`config.mk`:
```
export PLATFORM = sky130hd
export DESIGN_NAME = asgate_top
export DESIGN_NICKNAME = d
export VERILOG_FILES = /design/src/rtl/asgate_pkg.sv /design/src/rtl/asgate_top.sv /design/src/rtl/asgate_edge.sv
export SDC_FILE = /design/constraint.sdc
export NUM_CORES = 1
export LEC_CHECK = 0
export BUFFER_PORTS_ARGS = -buffer_cell sky130_fd_sc_hd__buf_2
export CORE_UTILIZATION = 45
export CTS_BUF_LIST = sky130_fd_sc_hd__clkbuf_4
export DETAILED_ROUTE_END_ITERATION = 16
export PLACE_DENSITY = 0.75
export SYNTH_ARGS = -nofsm -noshare
export SYNTH_HDL_FRONTEND = slang
export SYNTH_HIERARCHICAL = 1
export SYNTH_SLANG_ARGS = --single-unit
export TNS_END_PERCENT = 100
```
`constraint.sdc`:
```
create_clock -name clk_i -period 3.35 [get_ports clk_i]
set_input_delay 0.1675 -clock clk_i [delete_from_list [all_inputs] [get_ports clk_i]]
set_output_delay 0.1675 -clock clk_i [all_outputs]
set_load 0.05 [all_outputs]
```
`src/rtl/asgate_pkg.sv`:
```
// Package for the acquisition start trigger gate: register map, field layout,
// reset values and the source enumeration used by the gate.
// Assumes a 32-bit classic Wishbone bus with word-aligned registers.
package asgate_pkg;

	// ****************************************************************
	// Register offsets (byte addresses).
	// ****************************************************************
	localparam logic [7:0] ASG_CTRL_OFFSET    = 8'h00; // Gate and source setup.
	localparam logic [7:0] ASG_COUNT_OFFSET   = 8'h04; // Frames per burst.
	localparam logic [7:0] ASG_CMD_OFFSET     = 8'h08; // Command strobes.
	localparam logic [7:0] ASG_STATUS_OFFSET  = 8'h0C; // Gate state and count.

	// ****************************************************************
	// Field positions.
	// ****************************************************************
	localparam int CTRL_GATE_ENABLE_BIT  = 0;  // Gating switched on.
	localparam int CTRL_SOURCE_LSB       = 1;  // Two-bit source select.
	localparam int CTRL_EDGE_BIT         = 3;  // 1 = falling edge.
	localparam int CTRL_TARGET_BIT       = 4;  // 1 = acquisition start.
	localparam int CTRL_RUN_MODE_BIT     = 5;  // 1 = continuous.
	localparam int CTRL_GPIO_LINE_THREE_INPUT_BIT  = 6;  // Line three set as input.
	localparam int CMD_SOFT_TRIGGER_BIT  = 0;  // Soft trigger strobe.
	localparam int CMD_BEGIN_BIT         = 1;  // Capture begin strobe.
	localparam int CMD_END_BIT           = 2;  // Capture end strobe.
	localparam int STATUS_WAIT_START_BIT = 0;  // Waiting for acquisition start.
	localparam int STATUS_WAIT_FRAME_BIT = 1;  // Waiting for frame start.
	localparam int STATUS_RUNNING_BIT    = 2;  // Capture running.
	localparam int STATUS_COUNT_LSB      = 8;  // Accepted frame count.

	// ****************************************************************
	// Reset values and limits.
	// ****************************************************************
	localparam logic [6:0] CTRL_RESET          = 7'h00;
	localparam logic [7:0] FRAMES_RESET        = 8'h01;
	localparam logic [7:0] FRAMES_MIN          = 8'h01;
	localparam logic [7:0] FRAMES_MAX          = 8'hFF;

	// Source selection encodings.
	typedef enum logic [1:0]
	{
		ASG_SRC_SOFTWARE = 2'h0,
		ASG_SRC_LINE_ONE = 2'h1,
		ASG_SRC_LINE_THREE = 2'h2
	} asg_source_type;

endpackage : asgate_pkg

```
`src/rtl/asgate_top.sv`:
```
// Acquisition start trigger gate with its Wishbone register file.
// Assumes frame start triggers and line levels are synchronous to clk_i
// only for the frame trigger; external lines are synchronised here.
`timescale 1ns/100ps
`default_nettype none
module asgate_top
(
	input  wire logic        clk_i,                  // System clock, 100 MHz.
	input  wire logic        rst_i,                  // Synchronous reset.
	input  wire logic [7:0]  wb_adr_i,               // Wishbone byte address.
	input  wire logic [31:0] wb_dat_i,               // Wishbone write data.
	input  wire logic [3:0]  wb_sel_i,               // Byte enables.
	input  wire logic        wb_we_i,                // Write enable.
	input  wire logic        wb_cyc_i,               // Cycle.
	input  wire logic        wb_stb_i,               // Strobe.
	output logic [31:0]      wb_dat_o,               // Read data.
	output logic             wb_ack_o,               // Acknowledge.
	input  wire logic        input_line_one_i,       // External line one.
	input  wire logic        gpio_line_three_i,      // GPIO line three level.
	input  wire logic        frame_trigger_i,        // Frame start request pulse.
	output logic             frame_trigger_o,        // Accepted frame start.
	output logic             start_trigger_o,        // Acquisition start taken.
	output logic             wait_start_o            // Gate waiting for start.
);

	// ****************************************************************
	// Configuration state.
	// ****************************************************************
	logic        gate_enable_setting;   // Gating on.
	logic [1:0]  start_source_select;   // Start trigger source.
	logic        edge_polarity_select;  // 1 = falling.
	logic        trigger_target_select; // 1 = acquisition start target.
	logic        capture_run_mode;      // 1 = continuous.
	logic        gpio_line_three_is_input;        // GPIO line three set as input.
	logic [7:0]  frames_per_burst;      // Frames per burst, 1..255.
	logic        capture_running;       // Between begin and end commands.
	logic        soft_trigger_cmd;      // One-cycle soft trigger strobe.
	logic [7:0]  frame_count;           // Accepted frames this burst.
	logic        line_level;            // Selected external line level.
	logic        line_pulse;            // Edge pulse from detector.
	logic        hw_start;              // Qualified hardware start.
	logic        any_start;             // Start from the selected source.
	logic        accept_frame;          // Frame trigger passes the gate.
	logic        bus_write;             // Write taken this cycle.

	// Gate states.
	typedef enum logic [0:0]
	{
		WAIT_START,
		WAIT_FRAME
	} asg_state_type;
	asg_state_type state;

	// ****************************************************************
	// Wishbone slave.
	// ****************************************************************
	// The slave answers one cycle after the strobe; ack drops next cycle
	// so a held strobe is not taken twice. A write lands at the edge where
	// the master sees ack high, so a request dropped early changes nothing.
	assign bus_write = wb_cyc_i & wb_stb_i & wb_we_i & wb_ack_o & wb_sel_i[0];

	// Acknowledge every access, mapped or not, to keep the bus moving.
	always_ff @(posedge clk_i)
	begin
		if (rst_i)
			wb_ack_o <= 1'b0;
		else
			wb_ack_o <= wb_cyc_i & wb_stb_i & ~wb_ack_o;
	end

	// Control register writes.
	always_ff @(posedge clk_i)
	begin
		if (rst_i)
		begin
			{gpio_line_three_is_input, capture_run_mode, trigger_target_select,
			 edge_polarity_select, start_source_select, gate_enable_setting} <= asgate_pkg::CTRL_RESET;
		end
		else if (bus_write && wb_adr_i == asgate_pkg::ASG_CTRL_OFFSET)
		begin
			gate_enable_setting   <= wb_dat_i[asgate_pkg::CTRL_GATE_ENABLE_BIT];
			start_source_select   <= wb_dat_i[asgate_pkg::CTRL_SOURCE_LSB +: 2];
			edge_polarity_select  <= wb_dat_i[asgate_pkg::CTRL_EDGE_BIT];
			trigger_target_select <= wb_dat_i[asgate_pkg::CTRL_TARGET_BIT];
			capture_run_mode      <= wb_dat_i[asgate_pkg::CTRL_RUN_MODE_BIT];
			gpio_line_three_is_input        <= wb_dat_i[asgate_pkg::CTRL_GPIO_LINE_THREE_INPUT_BIT];
		end
	end

	// burst range clamp
	// Zero is out of range and is ignored, so the count never becomes 0.
	always_ff @(posedge clk_i)
	begin
		if (rst_i)
			frames_per_burst <= asgate_pkg::FRAMES_RESET;
		else if (bus_write && wb_adr_i == asgate_pkg::ASG_COUNT_OFFSET
			&& wb_dat_i[7:0] >= asgate_pkg::FRAMES_MIN)
			frames_per_burst <= wb_dat_i[7:0];
	end

	// one soft pulse
	// The strobe lasts a single cycle per executed write, and only counts
	// while the target selection names acquisition start.
	always_ff @(posedge clk_i)
	begin
		if (rst_i)
			soft_trigger_cmd <= 1'b0;
		else
			soft_trigger_cmd <= bus_write && wb_adr_i == asgate_pkg::ASG_CMD_OFFSET
				&& wb_dat_i[asgate_pkg::CMD_SOFT_TRIGGER_BIT] && trigger_target_select;
	end

	// begin and end
	// Capture running flag follows begin and end commands; end wins a tie.
	always_ff @(posedge clk_i)
	begin
		if (rst_i)
			capture_running <= 1'b0;
		else if (bus_write && wb_adr_i == asgate_pkg::ASG_CMD_OFFSET)
		begin
			if (wb_dat_i[asgate_pkg::CMD_END_BIT])
				capture_running <= 1'b0;
			else if (wb_dat_i[asgate_pkg::CMD_BEGIN_BIT])
				capture_running <= 1'b1;
		end
	end

	// Read mux; unmapped addresses read as zero.
	always_ff @(posedge clk_i)
	begin
		if (rst_i)
			wb_dat_o <= 32'h0000_0000;
		else if (wb_adr_i == asgate_pkg::ASG_CTRL_OFFSET)
			wb_dat_o <= {25'h0, gpio_line_three_is_input, capture_run_mode, trigger_target_select,
				edge_polarity_select, start_source_select, gate_enable_setting};
		else if (wb_adr_i == asgate_pkg::ASG_COUNT_OFFSET)
			wb_dat_o <= {24'h0, frames_per_burst};
		else if (wb_adr_i == asgate_pkg::ASG_STATUS_OFFSET)
			wb_dat_o <= {16'h0, frame_count, 5'h0, capture_running,
				state == WAIT_FRAME, state == WAIT_START};
		else
			wb_dat_o <= 32'h0000_0000;
	end

	// ****************************************************************
	// Start trigger sources.
	// ****************************************************************
	// line source select
	// Line three only counts when configured as an input.
	always_comb
	begin
		if (start_source_select == asgate_pkg::ASG_SRC_LINE_THREE)
			line_level = gpio_line_three_i & gpio_line_three_is_input;
		else
			line_level = input_line_one_i;
	end

	asgate_edge u_edge
	(
		.clk_i     (clk_i),
		.rst_i     (rst_i),
		.level_i   (line_level),
		.falling_i (edge_polarity_select),
		.pulse_o   (line_pulse)
	);

	assign hw_start = line_pulse && (start_source_select == asgate_pkg::ASG_SRC_LINE_ONE
		|| (start_source_select == asgate_pkg::ASG_SRC_LINE_THREE && gpio_line_three_is_input));
	assign any_start = (start_source_select == asgate_pkg::ASG_SRC_SOFTWARE) ? soft_trigger_cmd : hw_start;

	// ****************************************************************
	// Gate.
	// ****************************************************************
	// gate off passes
	assign accept_frame = frame_trigger_i & (~gate_enable_setting | state == WAIT_FRAME);

	always_ff @(posedge clk_i)
	begin
		if (rst_i || !gate_enable_setting)
		begin
			state       <= WAIT_START;
			frame_count <= 8'h00;
		end
		else
		begin
			case (state)
				WAIT_START:
				begin
					frame_count <= 8'h00;
					if (any_start)
						state <= WAIT_FRAME;
				end
				WAIT_FRAME:
				begin
					if (accept_frame)
					begin
						if (frame_count + 8'h01 >= frames_per_burst)
						begin
							frame_count <= 8'h00;
							state       <= WAIT_START;
						end
						else
							frame_count <= frame_count + 8'h01;
					end
				end
				default:
					state <= WAIT_START;
			endcase
		end
	end

	// Registered frame and start outputs; the wait flag is combinational.
	always_ff @(posedge clk_i)
	begin
		if (rst_i)
		begin
			frame_trigger_o <= 1'b0;
			start_trigger_o <= 1'b0;
		end
		else
		begin
			frame_trigger_o <= accept_frame;
			start_trigger_o <= gate_enable_setting && state == WAIT_START && any_start;
		end
	end

	assign wait_start_o = gate_enable_setting && state == WAIT_START;

endmodule : asgate_top
`default_nettype wire

```
`src/rtl/asgate_edge.sv`:
```
// Edge detector for the external start input.
// Synchronises the line level into the clk_i domain before the edge compare.
`timescale 1ns/100ps
`default_nettype none
module asgate_edge
(
	input  wire logic clk_i,             // System clock.
	input  wire logic rst_i,             // Synchronous reset.
	input  wire logic level_i,           // Selected line level.
	input  wire logic falling_i,         // 1 selects falling edges.
	output logic      pulse_o            // One cycle per chosen edge.
);

	logic sync_first;   // First synchroniser stage, read only by sync_second.
	logic sync_second;  // Second synchroniser stage.
	logic level_prev;   // Previous stable level for edge compare.

	// ****************************************************************
	// Synchroniser and edge compare.
	// ****************************************************************
	// sync and pulse
	always_ff @(posedge clk_i)
	begin
		if (rst_i)
		begin
			sync_first  <= 1'b0;
			sync_second <= 1'b0;
			level_prev  <= 1'b0;
		end
		else
		begin
			sync_first  <= level_i;
			sync_second <= sync_first;
			level_prev  <= sync_second;
		end
	end

	always_ff @(posedge clk_i)
	begin
		if (rst_i)
			pulse_o <= 1'b0;
		else if (falling_i)
			pulse_o <= level_prev & ~sync_second;
		else
			pulse_o <= ~level_prev & sync_second;
	end

endmodule : asgate_edge
`default_nettype wire

```
======== Word level (Yosys, flattened, before mapping) ========
Cells that the tools add are included.
cells by class
  bitwise operators ....................... 16
  muxes and demuxes ....................... 15
  equality and inequality tests ........... 6
  reductions and logical operators ........ 20
  add/subtract/negate cells ............... 1
  order comparisons ....................... 2
operator list
  operator                                                               count
  8-bit 2-to-1 mux                                                       3
  8-bit by 4-bit equality test with 1-bit output, second input constant  2
  8-bit case mux with 2 select lines                                     1
  1-bit logical AND                                                      10
  1-bit AND                                                              9
  8-bit by 1-bit adder with 8-bit output, second input constant          1
  8-bit by 3-bit equality test with 1-bit output, second input constant  1
  8-bit by 1-bit >= comparator with 1-bit output, second input constant  1
  8-bit >= comparator                                                    1
  8-bit zero test                                                        1
  1-bit 2-to-1 mux                                                       8
  7-bit 2-to-1 mux                                                       1
  1-bit NOT                                                              6
  4-bit OR reduction                                                     1
  3-bit 2-to-1 mux                                                       1
  3-bit OR reduction                                                     1
  2-bit by 1-bit equality test with 1-bit output, second input constant  1
  2-bit equality test, second input constant                             1
  2-bit zero test                                                        1
  1-bit logical OR                                                       2
  2-bit inequality test, second input constant                           1
  1-bit case mux with 2 select lines                                     1
  2-bit AND reduction                                                    1
  2-bit nonzero test                                                     1
  other kinds (3)                                                        3
storage, ports and cells
  output and inout port bits .............. 36
  register bits after elaboration ......... 65
  logic and storage cells ................. 82
  input port bits ......................... 52

======== Logic depth before layout (Yosys ltp) ========
Gate-level depths: netlist (run 1).
  depth after elaboration ................. 7
  gate-level depth with buffers ........... 10
  gate-level depth less buffers ........... 9

======== By module ========
The synthesis (run 1) kept the hierarchy.
by module, submodules not included
  module       cells each  area each (um^2)  times used
  asgate_top   228         2109.5            1
  asgate_edge  10          123.9             1

======== Worst setup path before layout (run 1) ========
No wires, ideal clock.
  path type ............................... reg-to-reg
  from .................................... register frame_count[2]
  to ...................................... register frame_count[6]
  arrival ................................. 2.159 ns
  setup slack ............................. 1.074 ns
  path buffers ............................ 1
  stages on the path, launching flop included .. 10
  library setup time ...................... 0.117 ns
  clock period less this slack ............ 2.276 ns
  path through ............................ dfxtp_1 -> clkbuf_2 -> nand3_1 -> nor3_1 -> xor2_1 -> ha_1 -> a41oi_1 -> o32a_2 -> and3_1 -> a22o_1
on the way
  longest elaborated chain between the ends .. 5
RTL lines
  element                                   RTL line                              text
  start, declared                           asgate_top.sv:38                      logic [7:0] frame_count;
  start signal, assigned                    asgate_top.sv:203                     frame_count <= frame_count + 8'h01;
  8-bit by 1-bit adder with 8-bit output *  asgate_top.sv:197, asgate_top.sv:203
  8-bit >= comparator                       asgate_top.sv:197                     if (frame_count + 8'h01 >= frames_per_burst)
  8-bit 2-to-1 mux *                        asgate_top.sv:197
  8-bit 2-to-1 mux *                        asgate_top.sv:195                     if (accept_frame)
  8-bit case mux with 2 select lines *      asgate_top.sv:186                     case (state)
Mark *: on every way between the ends. The rest lies on a longest branch, timed or not. The select of a mux whose other input is x is not followed.
A chain may end at the register's enable or synchronous reset.

======== Worst setup path after layout (run 1) ========
Same ends and word-level chain as after synthesis.

==> metrics, run 1 <==
Hold Violations, Final 0; hold_ws approximately 0.017 ns; Worst VDD drop 195 uV; final-stage net count 341; Async S/R FF share, synth 0; DIE AREA 5250 um2; Ys Warns 6; TritonCTS clock tree done; sequential fraction of the synthesis area 0.439; TNS Setup 0 ns; max cap viols 0; PwrDens 402 nW/um2; worst skew pair latency 0.36 ns; largest cells by area after synthesis dfxtp_1, mux2i_1, buf_4, ha_1, nor2_1; Hold Buf Count CTS 0; Post-CTS Resized 0; Rows 25; vias in the first global route 1508; PortBufs 44; most numerous cell in the Yosys netlist dfxtp_1; RSZ-0062 raised after global routing false; Residual DRC 0; Vias/cell 4.85; R2R Path Start frame_count[2]; Clk Tree Root Cell clkbuf_4; Pins Over Slew Limit 0; Worst-Margin Slew 0.609 ns; final WL 3990 um; sequential share of power 0.580; period utilization 0.759; clock power share 0.336; Post-DP HPWL 3010 um; FILL cells 476; Post-synth EDFFs 0; min Tclk post-route 2.54 ns; Ant. Diodes 0; NetSw 0.244 mW; Post-Syn Area 2230 um2; share of the synthesized area in the top cell type 0.439; combinational power share 0.084; internal power 0.767 mW; TritonCTS Sinks 49; WL/cell 11.5 um; TritonCTS buffer count 5; Worst-path clk slew 0.13 ns; I/O pins 88; Most used DFF post-synth dfxtp_1; worst-path fanout max 8; GRT overflow 0; Routed Antenna Nets 0; Fin Clk Skew 0.0109 ns; critical path arrival 2.80 ns; Synth Area per Inst 9.38 um2; H-Tree Depth 2; worst hold start wb_dat_i[2]; static leakage 1.12 nW; crit start category flop; drt initial violations 86; synthesis-to-layout area growth 12.5%; Yosys reg bits 49; CP Class reg -> reg; sw frac 0.241; synth cell count leaders dfxtp_1, nor2_1, mux2i_1, buf_4, nand2_1; Die W ~72 um; Relative slew margins 0.592; status complete, no violations; Initial Util 0.470; Data required, critical path 3.61 ns; initial antenna violation count 0; GPL Wtd Cong 0.795; layout cells sized above 1 0.199; Core Box Area 4750 um2; synth unique cells 48; Setup WS pre-CTS 0.833 ns; FMAX 0.393 GHz; Die Height 72.5 um; total track usage 0.167; Min-Delay Path Class in -> reg; vias 1687; Setup crit start frame_count[2]; largest net degree at the start of global routing 27; Setup violations, final 0; register area around 980 um2; final core utilization 0.528; synthesized instance count 238; multi-input logic area between 1000 and 1500 um2; router iterations before antenna repair 4; CP endpoint kind flop; first-pass GRT wire length ~6700 um; largest area contributor in the netlist dfxtp_1; Final Worst Setup Slack approximately 0.8 ns; post-CTS setup buffer count 0; clk buf depth 2
critical path: stages (launching register included):
cell and delay, ns:
dfxtp_1 0.50, nand3_1 0.25, nor3_1 0.26, xor2_1 0.22, ha_1 0.23, or4_1 0.12, a21oi_1 0.03, o32a_2 0.39
and3_1 0.22, a22o_1 0.23
cells by family after synthesis:
family | after synthesis | synth area share
simple gates | 91 | 0.226
flops | 49 | 0.439
buf+inv | 36 | 0.0919
compound gates | 28 | 0.0863
mux | 18 | 0.0807
fa+ha+maj | 9 | 0.0504
xor+xnor | 6 | 0.0235
other cells | 1 | 0.00168
power by group through the flow:
stage,clock (mW),combinational [mW],sequential (mW)
2_1_floorplan,0,0.0709,0.604
3_5_place_dp,0,0.0841,0.600
5_1_grt,0.371,0.0894,0.587
4_1_cts,0.351,0.0843,0.587
6_report,0.339,0.0845,0.587
3_3_place_gp,0,0.0835,0.599
flip-flops by register name, summed over array words and instances, names as in the netlist, 2 cells and up:
signal               flops
start_source_select      2
frame_count              8
wb_dat_o                16
frames_per_burst         8
metal layers:
layer  wire [um]  vias up  global-route usage  share of wire
li1            -      871                   -              -
met1        1880      761               0.207           0.47
met2        1840       49               0.273           0.46
met3         205        6              0.0472          0.051
met4          66        0              0.0654          0.017
met5           0        -                   0              0
placed cells by master (no fill, tap or decap), types with 4 or more instances in the layout:
cell,instances
dfxtp_1,49
buf_2,44
nor2_1,29
mux2i_1,18
conb_1,16
nand2_1,14
inv_1,12
ha_1,9
nand3_1,7
and2_1,7
o21ai_0,6
clkbuf_4,6
nand2b_1,5
nor3_1,4
nor2b_1,4
nand3b_1,4
a21oi_1,4
stage by stage:
stage | total power, mW | instances | instance area (um2)
after CTS | 1.02 | 348 | 2510
after global placement | 0.683 | 340 | 2430
after floorplan | 0.674 | 253 | 2290
after global routing | 1.05 | 348 | 2510
after detailed placement | 0.684 | 340 | 2430
final | 1.01 | 348 | 2510
area by class of cell:
cell class	count	area share
Sequential cell	49	0.390
Clock inverter	2	0.0134
Inverter	12	0.0179
Clock buffer	6	0.0179
Timing Repair Buffer	44	0.0876
Multi-Input combinational cell	168	0.439
Tap cell	67	0.0334
final timing paths:
kind | endpoint | slack, ns | cells past startpoint
setup / recovery | frame_count[6] | 0.81 | 9
hold / removal | capture_running | 0.02 | 2
setup reg to reg | frame_count[6] | 0.81 | 9
hold reg to reg | wb_ack_o | 0.44 | 1
No activity file was read; power rests on OpenSTA's default activity.
==> inputs of run 2 (changes only) <==
--- a/config.mk
+++ b/config.mk
@@ -9,7 +9,7 @@
 export CORE_UTILIZATION = 45
 export CTS_BUF_LIST = sky130_fd_sc_hd__clkbuf_4
 export DETAILED_ROUTE_END_ITERATION = 16
-export PLACE_DENSITY = 0.75
+export PLACE_DENSITY = 0.78
 export SYNTH_ARGS = -nofsm -noshare
 export SYNTH_HDL_FRONTEND = slang
 export SYNTH_HIERARCHICAL = 1
==> constraint.sdc (replaced) <==
create_clock -name clk_i -period 2.1 [get_ports clk_i]
set_input_delay 0.105 -clock clk_i [delete_from_list [all_inputs] [get_ports clk_i]]
set_output_delay 0.105 -clock clk_i [all_outputs]
set_load 0.05 [all_outputs]
==> run 2 against run 1 <==
Effect of this change: the flow now finishes with violations (setup timing); global-route usage up 2.1 points; clock skew decreased by 0.0032 ns; first-iteration DRC count rose by 23%; via count is 6.3% higher; worst hold slack about the same; wire length increased by 17%; cell area increased by 11%; non-clock buffer count increased by 22; critical endpoint is now frame_count[7]; largest power group unchanged.
==> metrics, run 2 (synthesis results as in run 1) <==
critical path arrival 2.50 ns; Reg2Reg Depth 9; clk buf depth 2; design area 2790 um2; commonest non-fill, non-tap cell in the layout buf_2; Final Worst Setup Slack -0.124 ns; H-Tree Depth 2; GRT overflow 0; Core Box Area 4750 um2; combinational power share 0.097; Initial Util 0.470; TNS Setup -0.371 ns; most frequent cells in the layout buf_2, dfxtp_1, nor2_1; worst-path fanout max 6; worst skew pair latency approximately 0.37 ns; sequential share of power 0.619; GPL Wtd Cong roughly 0.77; Relative slew margins 0.659; initial antenna violation count 0; wl on met1 between 2000 and 2500 um; Max stage delay on crit path 0.40 ns; Ant. Diodes 0; slowest cell on the critical path dfxtp_4; WL met3 203 um; TritonCTS buffer count 5; Min-Delay Path Class in -> reg; Die Height 72.5 um; Worst-Margin Slew 0.510 ns; synthesis-to-layout area growth 25.0%; WL/cell 12.6 um; Fin Clk Skew 0.00766 ns; drt initial violations approximately 110; TritonCTS clock tree done; Clk Tree Root Cell clkbuf_4; layout cells sized above 1 0.294; vias 1793; vias in the first global route 1685; Routed Antenna Nets 0; Data required, critical path 2.37 ns; Post-DP HPWL 3180 um; WHS Path Cells 3; PortBufs 44; FILL cells 434; FMAX 0.450 GHz; PwrDens 540 nW/um2; Setup WS pre-CTS -0.114 ns; met2 WL 2300 um; period utilization 1.06; router iterations before antenna repair 4; largest net degree at the start of global routing 27; worst hold endpoint frames_per_burst[1]; Die W between 70 and 80 um; NetSw 0.410 mW; Rows 25; static leakage ~1.2 nW; Residual DRC 0; sw frac 0.272; Worst VDD drop 387 uV; CP Class reg -> reg; internal reg-to-reg setup slack -0.12 ns; Setup violations, final 5; status finished with violations; failing checks setup timing; Top reg by flops wb_dat_o; Top Layer Used met4; internal power 1.10 mW; Worst-path clk slew 0.14 ns; CP endpoint kind flop; Placed Area 2550 um2; max reg flops 16; Pins Over Slew Limit 0; min Tclk post-route 2.22 ns; Vias/cell 4.85; final-stage net count between 300 and 400; biggest regs wb_dat_o: 16 flops, frame_count: 8 flops, frames_per_burst: 8 flops; CP cell instances nand3_4, nor3_4, xor2_1, ha_2, or4_4, a21oi_2, o32a_4, and3_4, a22o_1; clock power share 0.283; r2r endpoint frame_count[7]; total track usage 0.188; first-pass GRT wire length about 7600 um; Hold Violations, Final 0; R2R Path Start frame_count[1]; final core utilization 0.587; Design Power roughly 1.5 mW; worst hold start wb_dat_i[1]; TritonCTS Sinks slightly below 50; DIE AREA 5250 um2; crit start category flop; RSZ-0062 raised after global routing true; final WL approximately 4700 um; max cap viols 0; I/O pins 88
run 2: cell count changes in the layout (fill, tap and decap cells not counted), sizes merged:
cell         before  now
clkinv            1    3
dlygate4sd3       0    8
clkbuf            6    5
buf              44   58
bufinv            1    0
run 2: how the worst max path moves through the flow:
stage | start | end | slack, ns | cells after the start
3_5_place_dp | frame_count[1] | frame_count[3] | -0.11 | 9
4_1_cts | frame_count[1] | frame_count[7] | -0.05 | 9
3_3_place_gp | frame_count[1] | frame_count[6] | -0.06 | 9
2_1_floorplan | frame_count[3] | frame_count[6] | -0.02 | 10
6_report | frame_count[1] | frame_count[7] | -0.12 | 9
5_1_grt | frame_count[1] | frame_count[7] | -0.21 | 9
run 2: repair_timing:
action                                  4_1_cts  5_1_grt
pin swaps                                     8        8
setup buffers                                 2        1
endpoints found under the setup margin        9        9
gates resized for setup                      12        8
endpoints found under the hold margin         9        0
hold buffers                                  8        0
run 2: power groups by stage:
stage / Combinational (mW) / Clock (mW) / Sequential [mW]
6_report: 0.147 / 0.427 / 0.933
5_1_grt: 0.156 / 0.472 / 0.934
4_1_cts: 0.145 / 0.438 / 0.934
3_5_place_dp: 0.134 / 0 / 0.956
3_3_place_gp: 0.133 / 0 / 0.956
2_1_floorplan: 0.113 / 0 / 0.963
run 2: layout make-up:
| type | count | area [um2] | area share |
|---|---|---|---|
| clock buffer | 5 | 37.5 | 0.0134 |
| clock inverter | 3 | 17.5 | 0.00627 |
| inverter | 12 | 45.0 | 0.0161 |
| multi-input combinational | 168 | 1210 | 0.432 |
| sequential | 49 | 993 | 0.356 |
| tap | 67 | 83.8 | 0.0300 |
| timing repair buffer | 66 | 409 | 0.147 |
run 2: worst max-delay path, delay by kind of cell (launching register included):
family / cells / cell delay, ns
XOR/XNOR: 1 / 0.24
AND/OR/NAND/NOR: 4 / 0.57
flip-flops: 1 / 0.40
AO/OA/AOI/OAI: 3 / 0.65
adder cells (fa/ha/maj): 1 / 0.26
run 2: metrics by stage:
stage,std cells,hold WS [ns]
6_report,370,0.0171
5_1_grt,370,0.0145
4_1_cts,369,0.00484
3_5_place_dp,351,0.348
2_1_floorplan,253,0.167
3_3_place_gp,351,0.341
run 2: per-layer routing:
layer | up-vias | global-route usage
li1 | 911 | -
met3 | 5 | 0.0458
met2 | 48 | 0.308
met4 | 0 | 0.0719
met5 | - | 0
met1 | 829 | 0.238
==> inputs of run 3 (changes only) <==
--- a/config.mk
+++ b/config.mk
@@ -6,10 +6,10 @@
 export NUM_CORES = 1
 export LEC_CHECK = 0
 export BUFFER_PORTS_ARGS = -buffer_cell sky130_fd_sc_hd__buf_2
-export CORE_UTILIZATION = 45
+export CORE_UTILIZATION = 50
 export CTS_BUF_LIST = sky130_fd_sc_hd__clkbuf_4
 export DETAILED_ROUTE_END_ITERATION = 16
-export PLACE_DENSITY = 0.78
+export PLACE_DENSITY = 0.82
 export SYNTH_ARGS = -nofsm -noshare
 export SYNTH_HDL_FRONTEND = slang
 export SYNTH_HIERARCHICAL = 1
==> constraint.sdc (replaced) <==
create_clock -name clk_i -period 2.33 [get_ports clk_i]
set_input_delay 0.1165 -clock clk_i [delete_from_list [all_inputs] [get_ports clk_i]]
set_output_delay 0.1165 -clock clk_i [all_outputs]
set_load 0.05 [all_outputs]
==> run 3 against run 2 <==
Effect of this change: the flow now finishes without violations; via count is 0.33% lower; power increased by 5.5%; combinational power is 10% lower; fmax decreased by 1.5%; clock power rose by 44%; flip-flop and latch count unchanged; sequential power is 9.9% lower; sequential share of layout area grew 0.34 points; cell area is 1.1% lower.
==> metrics, run 3 (synthesis results as in run 1) <==
status complete, no violations; max cap viols 0; internal reg-to-reg setup slack 0.07 ns; biggest regs wb_dat_o: 16 flops, frame_count: 8 flops, frames_per_burst: 8 flops; GPL Wtd Cong 0.810; period utilization 0.969; Placed Cells ~330; Data required, critical path 2.64 ns; Worst-path clk slew 0.16 ns; final WL 4530 um; CP delay by family, top simple AND/OR/NAND/NOR gates; DIE AREA 4740 um2; CP most frequent cell buf_4; Pins Over Slew Limit 0; Max stage delay on crit path approximately 0.48 ns; R2R Path Start frame_count[0]; largest net degree at the start of global routing 27; Ant. Diodes 0; Die W a little under 70 um; worst-path fanout max 7; TritonCTS buffer count 5; most frequent cells in the layout dfxtp_1, buf_2, nor2_1; hold_ws 0.0410 ns; Worst-Margin Slew 0.612 ns; WL/cell 13.0 um; Relative slew margins 0.590; final core utilization 0.667; synthesis-to-layout area growth 23.7%; drt initial violations 97; Core Box Area 4140 um2; final-stage net count 359; critical path arrival 2.57 ns; clk buf depth 2; slowest cell on the critical path or4_4; first-pass GRT wire length approximately 7000 um; CP Class reg -> reg; Clk Tree Root Cell clkbuf_4; final non-filler cell total 349; H-Tree Depth 2; layout cells sized above 1 0.274; total track usage 0.207; Hold Violations, Final 0; TritonCTS clock tree done; vias in the first global route approximately 1600; Residual DRC 0; Post-DP HPWL 3120 um; worst hold start wb_dat_i[1]; TritonCTS Sinks 49; vias 1787; CP cell instances nand3_4, buf_4, xnor2_1, ha_1, or4_4, a21oi_2, o32a_4, buf_4, nand4b_1, a31oi_1; Rows 23; worst hold endpoint frames_per_burst[1]; Vias/cell 5.12; worst path bufs/invs 2; Worst VDD drop a little over 400 uV; CP endpoint kind flop; Top reg by flops wb_dat_o; Initial Util 0.539; register area 992 um2; r2r endpoint frame_count[2]; router iterations before antenna repair 4; TNS Setup 0 ns; Routed Antenna Nets 0; max reg flops 16; static leakage 1.23 nW; PortBufs 44; Reg2Reg Depth 10; crit start category flop; GRT overflow 0; Setup violations, final 0; RSZ-0062 raised after global routing true; FILL cells 339; I/O pins 88; min Tclk post-route approximately 2.3 ns; Die Height 68.8 um; initial antenna violation count 0; multi-input logic area 1180 um2; FMAX around 0.44 GHz; Design Power 1.59 mW; PwrDens 576 nW/um2; Min-Delay Path Class in -> reg; worst skew pair latency a little under 0.4 ns; Fin Clk Skew 0.0220 ns; WHS Path Cells 3
[run 3: metal layers]
metal  global-route usage  vias to the layer above  wire [um]
li1                     -                      907          -
met1                0.245                      810       1960
met2                0.352                       62       2210
met3               0.0510                        8        274
met4               0.0944                        0         87
met5                    0                        -          0
[run 3: power by group]
part	internal, mW	switching (mW)	leakage [nW]
registers	0.840	0.00164	0.399
logic	0.0340	0.0978	0.779
clock network	0.338	0.279	0.0558
total	1.21	0.379	1.23
[run 3: final cells by class]
type | count | area share
multi-input cells | 168 | 0.428
well taps | 50 | 0.0226
clock inverters | 3 | 0.0249
inverters | 12 | 0.0163
flip-flops and latches | 49 | 0.359
clock buffers | 5 | 0.0136
repair buffers | 62 | 0.136
[run 3: worst reg2reg max path: stages, from the launching register on]
cell and delay, ns:
dfxtp_4 0.41, nand3_4 0.09, buf_4 0.16, xnor2_1 0.13, ha_1 0.20, or4_4 0.48, a21oi_2 0.14, o32a_4 0.22
buf_4 0.12, nand4b_1 0.09, a31oi_1 0.15
[run 3: worst max path at each step]
stage | startpoint | to | slack [ns] | depth (start not counted)
floorplan | frame_count[2] | frame_count[6] | 0.05 | 9
global placement | frame_count[0] | frame_count[7] | 0.004 | 9
detailed placement | frame_count[0] | frame_count[7] | -0.007 | 9
CTS | frame_count[0] | frame_count[7] | 0.01 | 9
global route | frame_count[1] | frame_count[2] | -0.07 | 10
finish | frame_count[0] | frame_count[2] | 0.07 | 10
[run 3: what timing repair did]
| action | CTS | global route |
|---|---|---|
| hold buffers | 8 | 0 |
| pin swaps | 1 | 5 |
| hold endpoints to repair | 9 | 0 |
| endpoints found under the setup margin | 3 | 9 |
| setup buffers | 1 | 3 |
| resized for setup | 3 | 19 |
[run 3: through the flow]
step | setup slack [ns] | cell area [um2]
finish | 0.0716 | 2760
global route | -0.0704 | 2760
CTS | 0.0148 | 2660
detailed placement | -0.00679 | 2460
global placement | 0.00378 | 2460
floorplan | 0.0541 | 2290
